$ cat src/design/adcss_pkg.sv
// Package: constants and types of the converter channel, status and result block
package adcss_pkg;
   localparam int unsigned ADCSS_NCH    = 5;
   localparam int unsigned ADCSS_RES_W  = 10;
   localparam int unsigned ADCSS_AW     = 6;
   localparam int unsigned ADCSS_DLY_W  = 16;
   localparam int unsigned ADCSS_IRQ_W  = 3;

   // Register byte offsets
   localparam logic [5:0] ADCSS_OFS_CTRL     = 6'h00;
   localparam logic [5:0] ADCSS_OFS_DELAY    = 6'h04;
   localparam logic [5:0] ADCSS_OFS_DONE     = 6'h08;
   localparam logic [5:0] ADCSS_OFS_SINGLE   = 6'h0C;
   localparam logic [5:0] ADCSS_OFS_REPEAT   = 6'h10;
   localparam logic [5:0] ADCSS_OFS_RES0     = 6'h14;
   localparam logic [5:0] ADCSS_RES_STRIDE   = 6'h04;
   localparam logic [5:0] ADCSS_OFS_IRQ_STAT = 6'h28;
   localparam logic [5:0] ADCSS_OFS_IRQ_MASK = 6'h2C;

   // Control register fields
   localparam int unsigned ADCSS_CTRL_ACT   = 0;
   localparam int unsigned ADCSS_CTRL_SGL   = 1;
   localparam int unsigned ADCSS_CTRL_RPT   = 2;
   localparam int unsigned ADCSS_CTRL_PWD   = 3;
   localparam int unsigned ADCSS_CTRL_SRST  = 4;
   localparam int unsigned ADCSS_CTRL_RDONE = 6;
   localparam int unsigned ADCSS_CTRL_SDONE = 7;

   // Delay register fields
   localparam int unsigned ADCSS_DLY_START_LSB = 0;
   localparam int unsigned ADCSS_DLY_RPT_LSB   = 16;

   // Interrupt status and mask fields
   localparam int unsigned ADCSS_IRQ_SGL  = 0;
   localparam int unsigned ADCSS_IRQ_RPT  = 1;
   localparam int unsigned ADCSS_IRQ_CHAN = 2;

   // Values after reset
   localparam logic [31:0] ADCSS_RST_DELAY = 32'h0000_0000;
   localparam logic [4:0]  ADCSS_RST_MASK  = 5'h00;
   localparam logic [9:0]  ADCSS_RST_RES   = 10'h000;
   localparam logic [2:0]  ADCSS_RST_IRQ   = 3'h0;
   localparam logic [31:0] ADCSS_RST_RDATA = 32'h0000_0000;

   // Delay unit, 40 us, as cycles of the 10 MHz clock
   localparam longint unsigned ADCSS_CLK_HZ     = 10000000;
   localparam longint unsigned ADCSS_UNIT_NS    = 40000;
   localparam longint unsigned ADCSS_UNIT_CYC_L = ADCSS_UNIT_NS * ADCSS_CLK_HZ / 1000000000;
   localparam int unsigned     ADCSS_UNIT_CYC   =
      (ADCSS_UNIT_CYC_L < 1) ? 1 : 32'(ADCSS_UNIT_CYC_L);

   typedef enum logic [1:0] {
      ADCSS_IDLE  = 2'b00,
      ADCSS_WAIT  = 2'b01,
      ADCSS_ISSUE = 2'b10,
      ADCSS_BUSY  = 2'b11
   } adcss_state_t;

   typedef struct packed {
      logic       start;
      logic [2:0] channel;
   } adcss_conv_req_t;

   typedef struct packed {
      logic       done;
      logic [9:0] data;
   } adcss_conv_res_t;
endpackage

$ cat src/design/adcss_top.sv
// Converter channel selection, completion status and result registers
// Function
// RQ1 - Five completion flags, one per channel, set when that channel's conversion ends.
// RQ2 - A completion flag clears when software writes a one to it, a zero leaves it.
// RQ3 - The end of a single cycle over all selected channels sets the single done flag.
// RQ4 - The end of a repeating pass over all selected channels sets the repeat done flag.
// RQ5 - A five-bit single mask picks the channels that a single cycle converts.
// RQ6 - A five-bit repeat mask picks the channels that each repeating pass converts.
// RQ7 - Each of the five channels has its own 32-bit result register.
// RQ8 - The result sits in the low ten bits and software cannot write it.
// RQ9 - The upper bits of every result register read as zero.
// RQ10 - Software reads a result in one 16- or 32-bit access, not as two byte reads.
// RQ11 - Software leaves the single mask alone while a cycle is running.
// RQ12 - Writing one to single start runs one cycle and the start bit clears itself.
// RQ13 - Start delay and repeat interval count 40 us units from 16-bit fields.
// RQ14 - The single done flag clears whenever a new single cycle begins.
// RQ15 - Setting repeat start begins passes over the channels of the repeat mask.
// RQ16 - A set completion flag stays set through later conversions until cleared.
// RQ17 - A result register is replaced whole at the end of its channel's conversion.
module adcss_top
   import adcss_pkg::*;
#(
   parameter int unsigned UNIT_CYC = ADCSS_UNIT_CYC
) (
   input  wire logic            core_clk,
   input  wire logic            rst,
   input  wire logic            ce,
   input  wire logic [5:0]      avs_address,
   input  wire logic            avs_read,
   input  wire logic            avs_write,
   input  wire logic [31:0]     avs_writedata,
   input  wire logic [3:0]      avs_byteenable,
   output logic      [31:0]     avs_readdata,
   output logic                 avs_waitrequest,
   output adcss_conv_req_t      conv_req,
   input  wire adcss_conv_res_t conv_res,
   output logic                 conv_power,
   output logic                 irq
);
   // Sequencer state
   adcss_state_t    state_reg, state_next;
   logic [2:0]      chan_reg, chan_next;
   logic [4:0]      pmask_reg, pmask_next;
   logic [15:0]     dcnt_reg, dcnt_next;
   adcss_conv_req_t req_reg, req_next;
   logic            psgl_reg, psgl_next;

   // Register state
   logic        act_reg, act_next;
   logic        sgl_reg, sgl_next;
   logic        rpt_reg, rpt_next;
   logic        pwd_reg, pwd_next;
   logic        srst_reg, srst_next;
   logic        rdone_reg, rdone_next;
   logic        sdone_reg, sdone_next;
   logic        pend_reg, pend_next;
   logic [31:0] dly_reg, dly_next;
   logic [4:0]  done_reg, done_next;
   logic [4:0]  smask_reg, smask_next;
   logic [4:0]  rmask_reg, rmask_next;
   logic [9:0]  res_reg [ADCSS_NCH];
   logic [9:0]  res_next [ADCSS_NCH];
   logic [2:0]  istat_reg, istat_next;
   logic [2:0]  imask_reg, imask_next;
   logic        wait_reg, wait_next;
   logic [31:0] rdata_reg, rdata_next;
   logic        irq_reg, irq_next;
   logic        pwr_reg, pwr_next;

   // Events from the sequencer
   logic       go_sgl, go_rpt, end_pass;
   logic       ev_sgl_begin, ev_rpt_begin, ev_sgl_done, ev_rpt_done;
   logic       pend_take, res_we, tick;
   logic [4:0] ev_chan;

   // Bus helpers
   logic        wr;
   logic [31:0] bm, wv, cw, rd_val, ctrl_rd;

   adcss_tick #(
      .DIV (UNIT_CYC)
   ) u_tick (
      .core_clk (core_clk),
      .rst      (rst),
      .ce       (ce),
      .clr      (state_reg != ADCSS_WAIT),
      .tick     (tick)
   );

   // Sequencer: delay, channel scan, conversion handshake
   always_comb begin
      state_next   = state_reg;
      chan_next    = chan_reg;
      pmask_next   = pmask_reg;
      dcnt_next    = dcnt_reg;
      req_next     = req_reg;
      req_next.start = 1'b0;
      psgl_next    = psgl_reg;
      go_sgl       = 1'b0;
      go_rpt       = 1'b0;
      end_pass     = 1'b0;
      ev_sgl_begin = 1'b0;
      ev_rpt_begin = 1'b0;
      ev_sgl_done  = 1'b0;
      ev_rpt_done  = 1'b0;
      ev_chan      = 5'h00;
      pend_take    = 1'b0;
      res_we       = 1'b0;
      case (state_reg)
         ADCSS_IDLE: begin
            if (act_reg && sgl_reg) begin
               go_sgl = 1'b1;
            end else if (act_reg && pend_reg) begin
               pend_take  = 1'b1;
               dcnt_next  = dly_reg[ADCSS_DLY_START_LSB +: ADCSS_DLY_W]; // RQ13
               state_next = ADCSS_WAIT;
            end
         end
         ADCSS_WAIT: begin
            if (!act_reg) begin
               state_next = ADCSS_IDLE;
            end else if (sgl_reg) begin
               go_sgl = 1'b1;
            end else if (!rpt_reg) begin
               state_next = ADCSS_IDLE;
            end else if (pend_reg) begin
               pend_take = 1'b1;
               dcnt_next = dly_reg[ADCSS_DLY_START_LSB +: ADCSS_DLY_W]; // RQ13
            end else if (dcnt_reg == 16'h0000) begin
               go_rpt = 1'b1; // RQ15
            end else if (tick) begin
               dcnt_next = dcnt_reg - 16'h0001; // RQ13
            end
         end
         ADCSS_ISSUE: begin
            if (chan_reg == 3'(ADCSS_NCH)) begin
               end_pass = 1'b1;
            end else if (pmask_reg[chan_reg]) begin
               req_next.start   = 1'b1;
               req_next.channel = chan_reg;
               state_next       = ADCSS_BUSY;
            end else begin
               chan_next = chan_reg + 3'h1;
            end
         end
         ADCSS_BUSY: begin
            if (conv_res.done) begin
               res_we            = 1'b1;
               ev_chan[chan_reg] = 1'b1; // RQ1
               chan_next         = chan_reg + 3'h1;
               state_next        = ADCSS_ISSUE;
            end
         end
         default: begin
            state_next = ADCSS_IDLE;
         end
      endcase
      if (go_sgl) begin
         ev_sgl_begin = 1'b1; // RQ14
         pmask_next   = smask_reg; // RQ5
         psgl_next    = 1'b1;
         chan_next    = 3'h0;
         state_next   = ADCSS_ISSUE; // RQ12
      end
      if (go_rpt) begin
         ev_rpt_begin = 1'b1;
         pmask_next   = rmask_reg; // RQ6
         psgl_next    = 1'b0;
         chan_next    = 3'h0;
         state_next   = ADCSS_ISSUE;
      end
      if (end_pass) begin
         if (psgl_reg) begin
            ev_sgl_done = 1'b1; // RQ3
         end else begin
            ev_rpt_done = 1'b1; // RQ4
         end
         if (act_reg && rpt_reg) begin
            dcnt_next  = dly_reg[ADCSS_DLY_RPT_LSB +: ADCSS_DLY_W]; // RQ13
            state_next = ADCSS_WAIT;
         end else begin
            state_next = ADCSS_IDLE;
         end
      end
      if (srst_reg) begin
         state_next     = ADCSS_IDLE;
         req_next.start = 1'b0;
      end
   end

   always_ff @(posedge core_clk) begin
      if (rst) begin
         state_reg <= ADCSS_IDLE;
         chan_reg  <= 3'h0;
         pmask_reg <= ADCSS_RST_MASK;
         dcnt_reg  <= 16'h0000;
         req_reg   <= '0;
         psgl_reg  <= 1'b0;
      end else if (ce) begin
         state_reg <= state_next;
         chan_reg  <= chan_next;
         pmask_reg <= pmask_next;
         dcnt_reg  <= dcnt_next;
         req_reg   <= req_next;
         psgl_reg  <= psgl_next;
      end
   end

   // Registers and Avalon slave
   always_comb begin
      wr = avs_write && !wait_reg;
      bm = {{8{avs_byteenable[3]}}, {8{avs_byteenable[2]}},
            {8{avs_byteenable[1]}}, {8{avs_byteenable[0]}}};
      wv = avs_writedata & bm;
      ctrl_rd = {24'h00_0000, sdone_reg, rdone_reg, 1'b0, srst_reg,
                 pwd_reg, rpt_reg, sgl_reg, act_reg};
      cw = (ctrl_rd & ~bm) | wv;
      act_next   = act_reg;
      sgl_next   = sgl_reg;
      rpt_next   = rpt_reg;
      pwd_next   = pwd_reg;
      srst_next  = srst_reg;
      rdone_next = rdone_reg;
      sdone_next = sdone_reg;
      pend_next  = pend_reg;
      dly_next   = dly_reg;
      done_next  = done_reg;
      smask_next = smask_reg;
      rmask_next = rmask_reg;
      istat_next = istat_reg;
      imask_next = imask_reg;
      res_next   = res_reg;
      // Hardware clears first, so a software write or a hardware set wins
      if (end_pass && psgl_reg) begin
         sgl_next = 1'b0; // RQ12
      end
      if (pend_take) begin
         pend_next = 1'b0;
      end
      if (ev_sgl_begin) begin
         sdone_next = 1'b0; // RQ14
      end
      if (ev_rpt_begin) begin
         rdone_next = 1'b0;
      end
      if (wr) begin
         if (avs_address == ADCSS_OFS_CTRL) begin
            act_next  = cw[ADCSS_CTRL_ACT];
            sgl_next  = cw[ADCSS_CTRL_SGL]; // RQ12
            rpt_next  = cw[ADCSS_CTRL_RPT]; // RQ15
            pwd_next  = cw[ADCSS_CTRL_PWD];
            srst_next = cw[ADCSS_CTRL_SRST];
            if (cw[ADCSS_CTRL_RPT] && !rpt_reg) begin
               pend_next = 1'b1; // RQ15
            end
            if (wv[ADCSS_CTRL_SDONE]) begin
               sdone_next = 1'b0;
            end
            if (wv[ADCSS_CTRL_RDONE]) begin
               rdone_next = 1'b0;
            end
         end else if (avs_address == ADCSS_OFS_DELAY) begin
            dly_next = (dly_reg & ~bm) | wv;
         end else if (avs_address == ADCSS_OFS_DONE) begin
            done_next = done_reg & ~wv[4:0]; // RQ2
         end else if (avs_address == ADCSS_OFS_SINGLE) begin
            smask_next = (smask_reg & ~bm[4:0]) | wv[4:0]; // RQ5
         end else if (avs_address == ADCSS_OFS_REPEAT) begin
            rmask_next = (rmask_reg & ~bm[4:0]) | wv[4:0]; // RQ6
         end else if (avs_address == ADCSS_OFS_IRQ_STAT) begin
            istat_next = istat_reg & ~wv[2:0];
         end else if (avs_address == ADCSS_OFS_IRQ_MASK) begin
            imask_next = (imask_reg & ~bm[2:0]) | wv[2:0];
         end
      end
      // Hardware sets last
      done_next = done_next | ev_chan; // RQ1 RQ16
      if (ev_sgl_done) begin
         sdone_next = 1'b1; // RQ3
      end
      if (ev_rpt_done) begin
         rdone_next = 1'b1; // RQ4
      end
      if (res_we) begin
         res_next[chan_reg] = conv_res.data; // RQ17
      end
      istat_next[ADCSS_IRQ_SGL]  = istat_next[ADCSS_IRQ_SGL] | ev_sgl_done;
      istat_next[ADCSS_IRQ_RPT]  = istat_next[ADCSS_IRQ_RPT] | ev_rpt_done;
      istat_next[ADCSS_IRQ_CHAN] = istat_next[ADCSS_IRQ_CHAN] | (|ev_chan);
      // Read decode, unmapped reads return zero
      rd_val = 32'h0000_0000;
      if (avs_address == ADCSS_OFS_CTRL) begin
         rd_val = ctrl_rd;
      end else if (avs_address == ADCSS_OFS_DELAY) begin
         rd_val = dly_reg;
      end else if (avs_address == ADCSS_OFS_DONE) begin
         rd_val = {27'h000_0000, done_reg};
      end else if (avs_address == ADCSS_OFS_SINGLE) begin
         rd_val = {27'h000_0000, smask_reg};
      end else if (avs_address == ADCSS_OFS_REPEAT) begin
         rd_val = {27'h000_0000, rmask_reg};
      end else if (avs_address == ADCSS_OFS_IRQ_STAT) begin
         rd_val = {29'h0000_0000, istat_reg};
      end else if (avs_address == ADCSS_OFS_IRQ_MASK) begin
         rd_val = {29'h0000_0000, imask_reg};
      end
      for (int i = 0; i < ADCSS_NCH; i++) begin
         if (avs_address == ADCSS_OFS_RES0 + 6'(i) * ADCSS_RES_STRIDE) begin
            rd_val = {22'h00_0000, res_reg[i]}; // RQ7 RQ8 RQ9
         end
      end
      // One wait cycle, then waitrequest low for one cycle
      wait_next  = !((avs_read || avs_write) && wait_reg);
      rdata_next = rdata_reg;
      if (avs_read && wait_reg) begin
         rdata_next = rd_val; // RQ10
      end
      irq_next = |(istat_next & imask_next);
      pwr_next = act_next && (pwd_next || state_next != ADCSS_IDLE);
   end

   always_ff @(posedge core_clk) begin
      if (rst) begin
         act_reg   <= 1'b0;
         sgl_reg   <= 1'b0;
         rpt_reg   <= 1'b0;
         pwd_reg   <= 1'b0;
         srst_reg  <= 1'b0;
         rdone_reg <= 1'b0;
         sdone_reg <= 1'b0;
         pend_reg  <= 1'b0;
         dly_reg   <= ADCSS_RST_DELAY;
         done_reg  <= ADCSS_RST_MASK;
         smask_reg <= ADCSS_RST_MASK;
         rmask_reg <= ADCSS_RST_MASK;
         istat_reg <= ADCSS_RST_IRQ;
         imask_reg <= ADCSS_RST_IRQ;
         for (int i = 0; i < ADCSS_NCH; i++) begin
            res_reg[i] <= ADCSS_RST_RES;
         end
         wait_reg  <= 1'b1;
         rdata_reg <= ADCSS_RST_RDATA;
         irq_reg   <= 1'b0;
         pwr_reg   <= 1'b0;
      end else if (ce) begin
         act_reg   <= act_next;
         sgl_reg   <= sgl_next;
         rpt_reg   <= rpt_next;
         pwd_reg   <= pwd_next;
         srst_reg  <= srst_next;
         rdone_reg <= rdone_next;
         sdone_reg <= sdone_next;
         pend_reg  <= pend_next;
         dly_reg   <= dly_next;
         done_reg  <= done_next;
         smask_reg <= smask_next;
         rmask_reg <= rmask_next;
         istat_reg <= istat_next;
         imask_reg <= imask_next;
         res_reg   <= res_next;
         wait_reg  <= wait_next;
         rdata_reg <= rdata_next;
         irq_reg   <= irq_next;
         pwr_reg   <= pwr_next;
      end
   end

   assign avs_readdata    = rdata_reg;
   assign avs_waitrequest = wait_reg;
   assign conv_req        = req_reg;
   assign conv_power      = pwr_reg;
   assign irq             = irq_reg;
endmodule // adcss_top

$ cat src/design/adcss_tick.sv
// Unit tick divider for the start and repeat delays
module adcss_tick
   import adcss_pkg::*;
#(
   parameter int unsigned DIV = ADCSS_UNIT_CYC
) (
   input  wire logic core_clk,
   input  wire logic rst,
   input  wire logic ce,
   input  wire logic clr,
   output logic      tick
);
   localparam int unsigned CW = (DIV > 1) ? $clog2(DIV) : 1;
   localparam logic [CW-1:0] LAST = CW'(DIV - 1);

   logic [CW-1:0] cnt_reg;
   logic [CW-1:0] cnt_next;
   logic          tick_reg;
   logic          tick_next;

   always_comb begin
      cnt_next  = cnt_reg;
      tick_next = 1'b0;
      if (clr) begin
         cnt_next = '0;
      end else if (cnt_reg == LAST) begin
         cnt_next  = '0;
         tick_next = 1'b1;
      end else begin
         cnt_next = cnt_reg + 1'b1;
      end
   end

   always_ff @(posedge core_clk) begin
      if (rst) begin
         cnt_reg  <= '0;
         tick_reg <= 1'b0;
      end else if (ce) begin
         cnt_reg  <= cnt_next;
         tick_reg <= tick_next;
      end
   end

   assign tick = tick_reg;
endmodule // adcss_tick

$ cat config.mk
export PLATFORM = sky130hd
export DESIGN_NAME = adcss_top
export DESIGN_NICKNAME = d
export VERILOG_FILES = /design/src/design/adcss_pkg.sv /design/src/design/adcss_top.sv /design/src/design/adcss_tick.sv
export SDC_FILE = /design/constraint.sdc
export NUM_CORES = 1
export LEC_CHECK = 0
export ABC_AREA = 1
export BUFFER_PORTS_ARGS = -buffer_cell sky130_fd_sc_hd__buf_2
export CAP_MARGIN = 20
export CORE_MARGIN = 2
export CORE_UTILIZATION = 37
export DETAILED_ROUTE_END_ITERATION = 12
export PLACE_DENSITY = 0.63
export SLEW_MARGIN = 40
export SYNTH_ARGS = -nofsm -noshare
export SYNTH_HDL_FRONTEND = slang
export SYNTH_SLANG_ARGS = --single-unit
export TNS_END_PERCENT = 10
$ cat constraint.sdc
create_clock -name core_clk -period 3.3 [get_ports core_clk]
set_clock_uncertainty 0.05 [all_clocks]
set_input_delay 0.165 -clock core_clk [delete_from_list [all_inputs] [get_ports core_clk]]
set_output_delay 0.165 -clock core_clk [all_outputs]
set_load 0.01 [all_outputs]
### Word level (Yosys, flattened, before mapping)

Cells that the tools add are included.
W data, S select, Z words.

* register bits after elaboration: 187
* logic and storage cells: 252

* $add $sub $neg: 3
* $lt $le $gt $ge: 4
* equal/unequal tests: 20
* mux-type cells: 131
* bitwise operators: 29
* reductions and logical operators: 33

Operator list (count)
* $mux W32: 7
* $mux W16: 10
* $mux W3: 22
* $and A32 B32 Y32: 2
* $mux W5: 11
* $mux W1: 54
* $bwmux W50: 1
* $not A32 Y32: 1
* $or A32 B32 Y32: 1
* $pmux W16 S2: 1
* $demux W10 S3: 1
* $eq A6 B5 Y1 const B: 4
* $eq A6 B6 Y1 const B: 4
* $mux W2: 12
* $and A5 B5 Y5: 4
* $or A5 B5 Y5: 4
* $mux W9: 2
* $logic_not A16 Y1: 1
* $sub A16 B1 Y16 const B: 1
* $eq A6 B4 Y1 const B: 2
* $mux W4: 3
* $ne A4 B4 Y1 const B: 3
* $logic_and A1 B1 Y1: 11
* $mux W10: 1
* other kinds (38): 57

### Logic depth before layout (Yosys ltp)

* depth after elaboration: 13
* depth in mapped cells: 16
* depth with buffers taken out: 16

### Modules after synthesis

Synthesis repeated with hierarchy kept, for this count alone.

* cells, all modules: 1440
* area, all modules: 9624.2 um^2

By module, submodules not included
* adcss_top: instances 1, cells each 1359, area each 9093.7 um^2, sequential area each 3543.4 um^2
* adcss_tick: instances 1, cells each 81, area each 530.5 um^2, sequential area each 200.2 um^2

### Least setup slack after synthesis

Ideal clock, no wire load.

* path type: register to register
* start: reg dcnt_reg[0]
* end: reg psgl_reg
* setup time: 0.057 ns
* data arrival time: 1.736 ns
* required time: 3.193 ns
* path slack: 1.457 ns
* stages on the path, launching flop included: 15
* buffers on the path: 1
* clock period less this slack: 1.843 ns
* cells stage by stage: dfxtp_1 -> inv_1 -> ha_1 -> nand2_1 -> nor2_4 -> nand4_4 -> inv_4 -> nor2_4 -> inv_4 -> nand2_4 -> clkinv_4 -> buf_12 -> o21ai_0 -> nand2_1 -> inv_1

* cells in the longest elaborated chain, start to end: 9

RTL lines
* start: declaration: line adcss_top.sv:44 `logic [15:0] dcnt_reg, dcnt_next;`
* start signal: assignment: line adcss_top.sv:203 `dcnt_reg <= dcnt_next;`
* $logic_not A16 Y1 *: line adcss_top.sv:129 `end else if (dcnt_reg == 16'h0000) begin`
* $mux W1 *: line adcss_top.sv:129
* $mux W1 *: line adcss_top.sv:126 `end else if (pend_reg) begin`
* $mux W1 *: line adcss_top.sv:124 `end else if (!rpt_reg) begin`
* $mux W1 *: line adcss_top.sv:122 `end else if (sgl_reg) begin`
* $mux W1 *: line adcss_top.sv:120 `if (!act_reg) begin`
* $mux W1 *: line adcss_top.sv:109 `case (state_reg)`
* $reduce_bool A2 Y1 (no line)
* $reduce_and A2 Y1 (no line)
* end signal: assignment: line adcss_top.sv:205 `psgl_reg <= psgl_next;`
* end: declaration: line adcss_top.sv:46 `logic psgl_reg, psgl_next;`

Mark *: on every way between the ends. The rest lies on a longest branch, timed or not.
A chain may end at the register's enable or synchronous reset.

==> metrics.txt <==
outcome=finished, final reports clean; FF-to-FF path depth=9; RePlAce Congestion=0.905; ANT nets after route=0; Hold Path Stages=4; Crit path max-delay family=simple AND/OR/NAND/NOR gates; Die ar.=0.0269 mm^2; I/O Buffers=96; Starting DRT DRC Count=717; Core Rows=58; first-pass GRT wire length=46.4 mm; CTS sink count=187; Die Y=164 um; RSZ-0062 raised after global routing=no; most frequent cells in the layout=nand2_1, nor2_1, dfxtp_1; setup TNS=0 ns; CP required=3.57 ns; hold path startpoint=avs_writedata[7]; Syn Nets=1478; placed cell count=1784; sequential area share after synthesis=39.6%; Worst Tran Pin Value=0.838 ns; area leader, netlist=dfxtp_1; most area-consuming cells after synthesis=dfxtp_1, nand2_1, o21ai_0; Post-CTS Resized=0; final wirelength=28.9 mm; Psw=0.00114 W; Seq pwr share=48.2%; gr ovfl total=0; Leak Pwr=4.68 nW; ys async rst share=0%; TritonRoute pass-1 iters=6; CP most frequent cell=nor2_1; Ant. Diodes=0; commonest non-fill, non-tap cell in the layout=nand2_1; Buf/Inv on CP=3; gr usage total=21.7%; initial core utilization=37.7%; max incr delay on CP=0.56 ns; Yosys cell types=46; CP Max Fanout=15; top cell type's share of synthesized area=39.6%; Cell Area, Synth=0.00946 mm^2; power share of the combinational group=6.3%; DR DRC count=0; Setup WS pre-CTS=0.738 ns; yosys warns=0; CTS Buffer Depth=2; layout cells sized above 1=11.3%; Finish-stage setup viols=0; largest net degree at the start of global routing=82; peak supply drop=0.307 mV; Main synth FF type=dfxtp_1; CP max stage cell=dlygate4sd3_1; Final Hold Vio Count=0; core area=0.0251 mm^2; Cell Chain, Critical Path=inv_1 > nand2_1 > nor2_1 > inv_1 > nor2_1 > nand2_1 > o21ai_0 > nor2_1 > dlygate4sd3_1; HP Class=input pin to flop; Net Sw Frac=24.1%; nature of the critical path startpoint=flop; Gate Count Post-Synth=1416; CP arrival=2.94 ns; dpl hpwl=20.5 mm; H-tree levels=4; Hold-fix buffers, CTS=30; max_cap viols=0; Slew Viols, Final=0; DIE WIDTH=164 um; Tcrit/Tclk final=80.9%; root buf cell=clkbuf_16; vias in the first global route=8915; area grow syn2layout=16.9%; DR vias/cell=5.20; Hold WS=0.00957 ns; Critical Path End Type=flop; R2R Setup Slk=0.63 ns; mean area per synthesized cell=6.68 um^2; Crit Reg-Reg Startpoint=avs_waitrequest; pwr dens=428 mW/mm^2; TritonCTS buffer count=17; Vias=9580; CP Class=flop to flop; number of nets in the layout=1565; Final Non-Filler Cells=1844; Max-slew headroom=44.1%; IO Pins=97; clock-pin slew reported for the worst setup and hold paths after clock tree synthesis=0.07 ns; Fmax=374 MHz; initial antenna violation count=0; CTS tree=done; Post-synth EDFFs=0; Worst Setup Slack, final=0.629 ns; postcts setup bufs=0; Int Power=0.00359 W; Hold EP=sdone_reg; #FFs+latches synth=187; Skew-Pair Late Insertion Delay=0.44 ns; Final Critical Period=2.67 ns; Clk pwr share=45.5%; DR WL/cell=15.7 um
power by group through the flow:
| stage | registers [W] | clock network (W) | logic [W] |
|---|---|---|---|
| 6_report | 0.00228 | 0.00215 | 0.000299 |
| 4_1_cts | 0.00228 | 0.00219 | 0.000297 |
| 2_1_floorplan | 0.00233 | 0 | 0.000159 |
| 3_5_place_dp | 0.00234 | 0 | 0.000269 |
| 3_3_place_gp | 0.00234 | 0 | 0.000267 |
| 5_1_grt | 0.00228 | 0.00228 | 0.000332 |
worst register-to-register path: cells and delay by family, from the launching register on:
| kind | cells | cell delay (ns) |
|---|---|---|
| AO/OA/AOI/OAI | 1 | 0.29 |
| buffers and inverters | 3 | 0.73 |
| AND/OR/NAND/NOR | 5 | 1.17 |
| flip-flops | 1 | 0.34 |
cell type report:
class	instances	area, um^2
inverters	158	603
clock buffers	19	443
fillers	2672	14000
clock inverters	11	160
flip-flops and latches	187	3740
well taps	330	413
repair buffers	140	898
multi-input cells	999	4800
per-stage QoR:
| step | total power (W) | util (%) | area (um^2) |
|---|---|---|---|
| 2_1_floorplan | 0.00249 | - | 9460 |
| 3_3_place_gp | 0.00260 | 40.5 | 10200 |
| 3_5_place_dp | 0.00260 | 40.5 | 10200 |
| 4_1_cts | 0.00477 | 44.1 | 11100 |
| 5_1_grt | 0.00489 | 44.1 | 11100 |
| 6_report | 0.00474 | 44.1 | 11100 |
synthesized netlist by cell type, types with 3 or more instances:
cell type	number
nand4_1	11
nor3_1	10
buf_6	3
a22oi_1	24
nor4_1	3
o2111ai_1	3
nand3b_1	6
a31oi_1	6
o21a_1	3
clkbuf_1	53
a211oi_1	13
inv_1	150
nand2_1	281
or2_2	4
a21oi_1	157
o211ai_1	15
buf_2	11
nor2_1	190
nor2_2	7
a221oi_1	4
o22ai_1	5
nand3_1	48
xor2_1	7
o21ai_1	4
o21ai_0	173
ha_1	4
nor2_4	5
clkinv_1	3
dfxtp_1	187
nand2_2	4
per-layer routing:
metal  vias up  part of all wire (%)  track usage, %
met4         0                   1.7            5.98
met5         -                     0               0
met1      4446                    47            29.7
li1       4833                     -               -
met3        37                   5.2            3.18
met2       264                    47            35.6
cells by family (layout without fill, tap and decap cells):
family | after synthesis | in the layout | share of synthesized area [%]
compound gates | 414 | 414 | 24.1
xor+xnor | 7 | 7 | 0.648
fa+ha+maj | 4 | 4 | 0.529
buf+inv | 230 | 328 | 9.81
flops | 187 | 187 | 39.6
simple gates | 574 | 574 | 25.4
worst max path at each step:
stage / startpoint / endpoint / slack, ns / depth (start not counted)
CTS: avs_waitrequest / flop / 0.64 / 9
floorplan: dcnt_reg[0] / psgl_reg / 1.46 / 14
finish: avs_waitrequest / flop / 0.63 / 9
global route: avs_waitrequest / flop / 0.38 / 9
global placement: state_reg[1] / conv_power / 0.88 / 10
detailed placement: state_reg[1] / conv_power / 0.74 / 10
(Power assumes the default switching activity.)
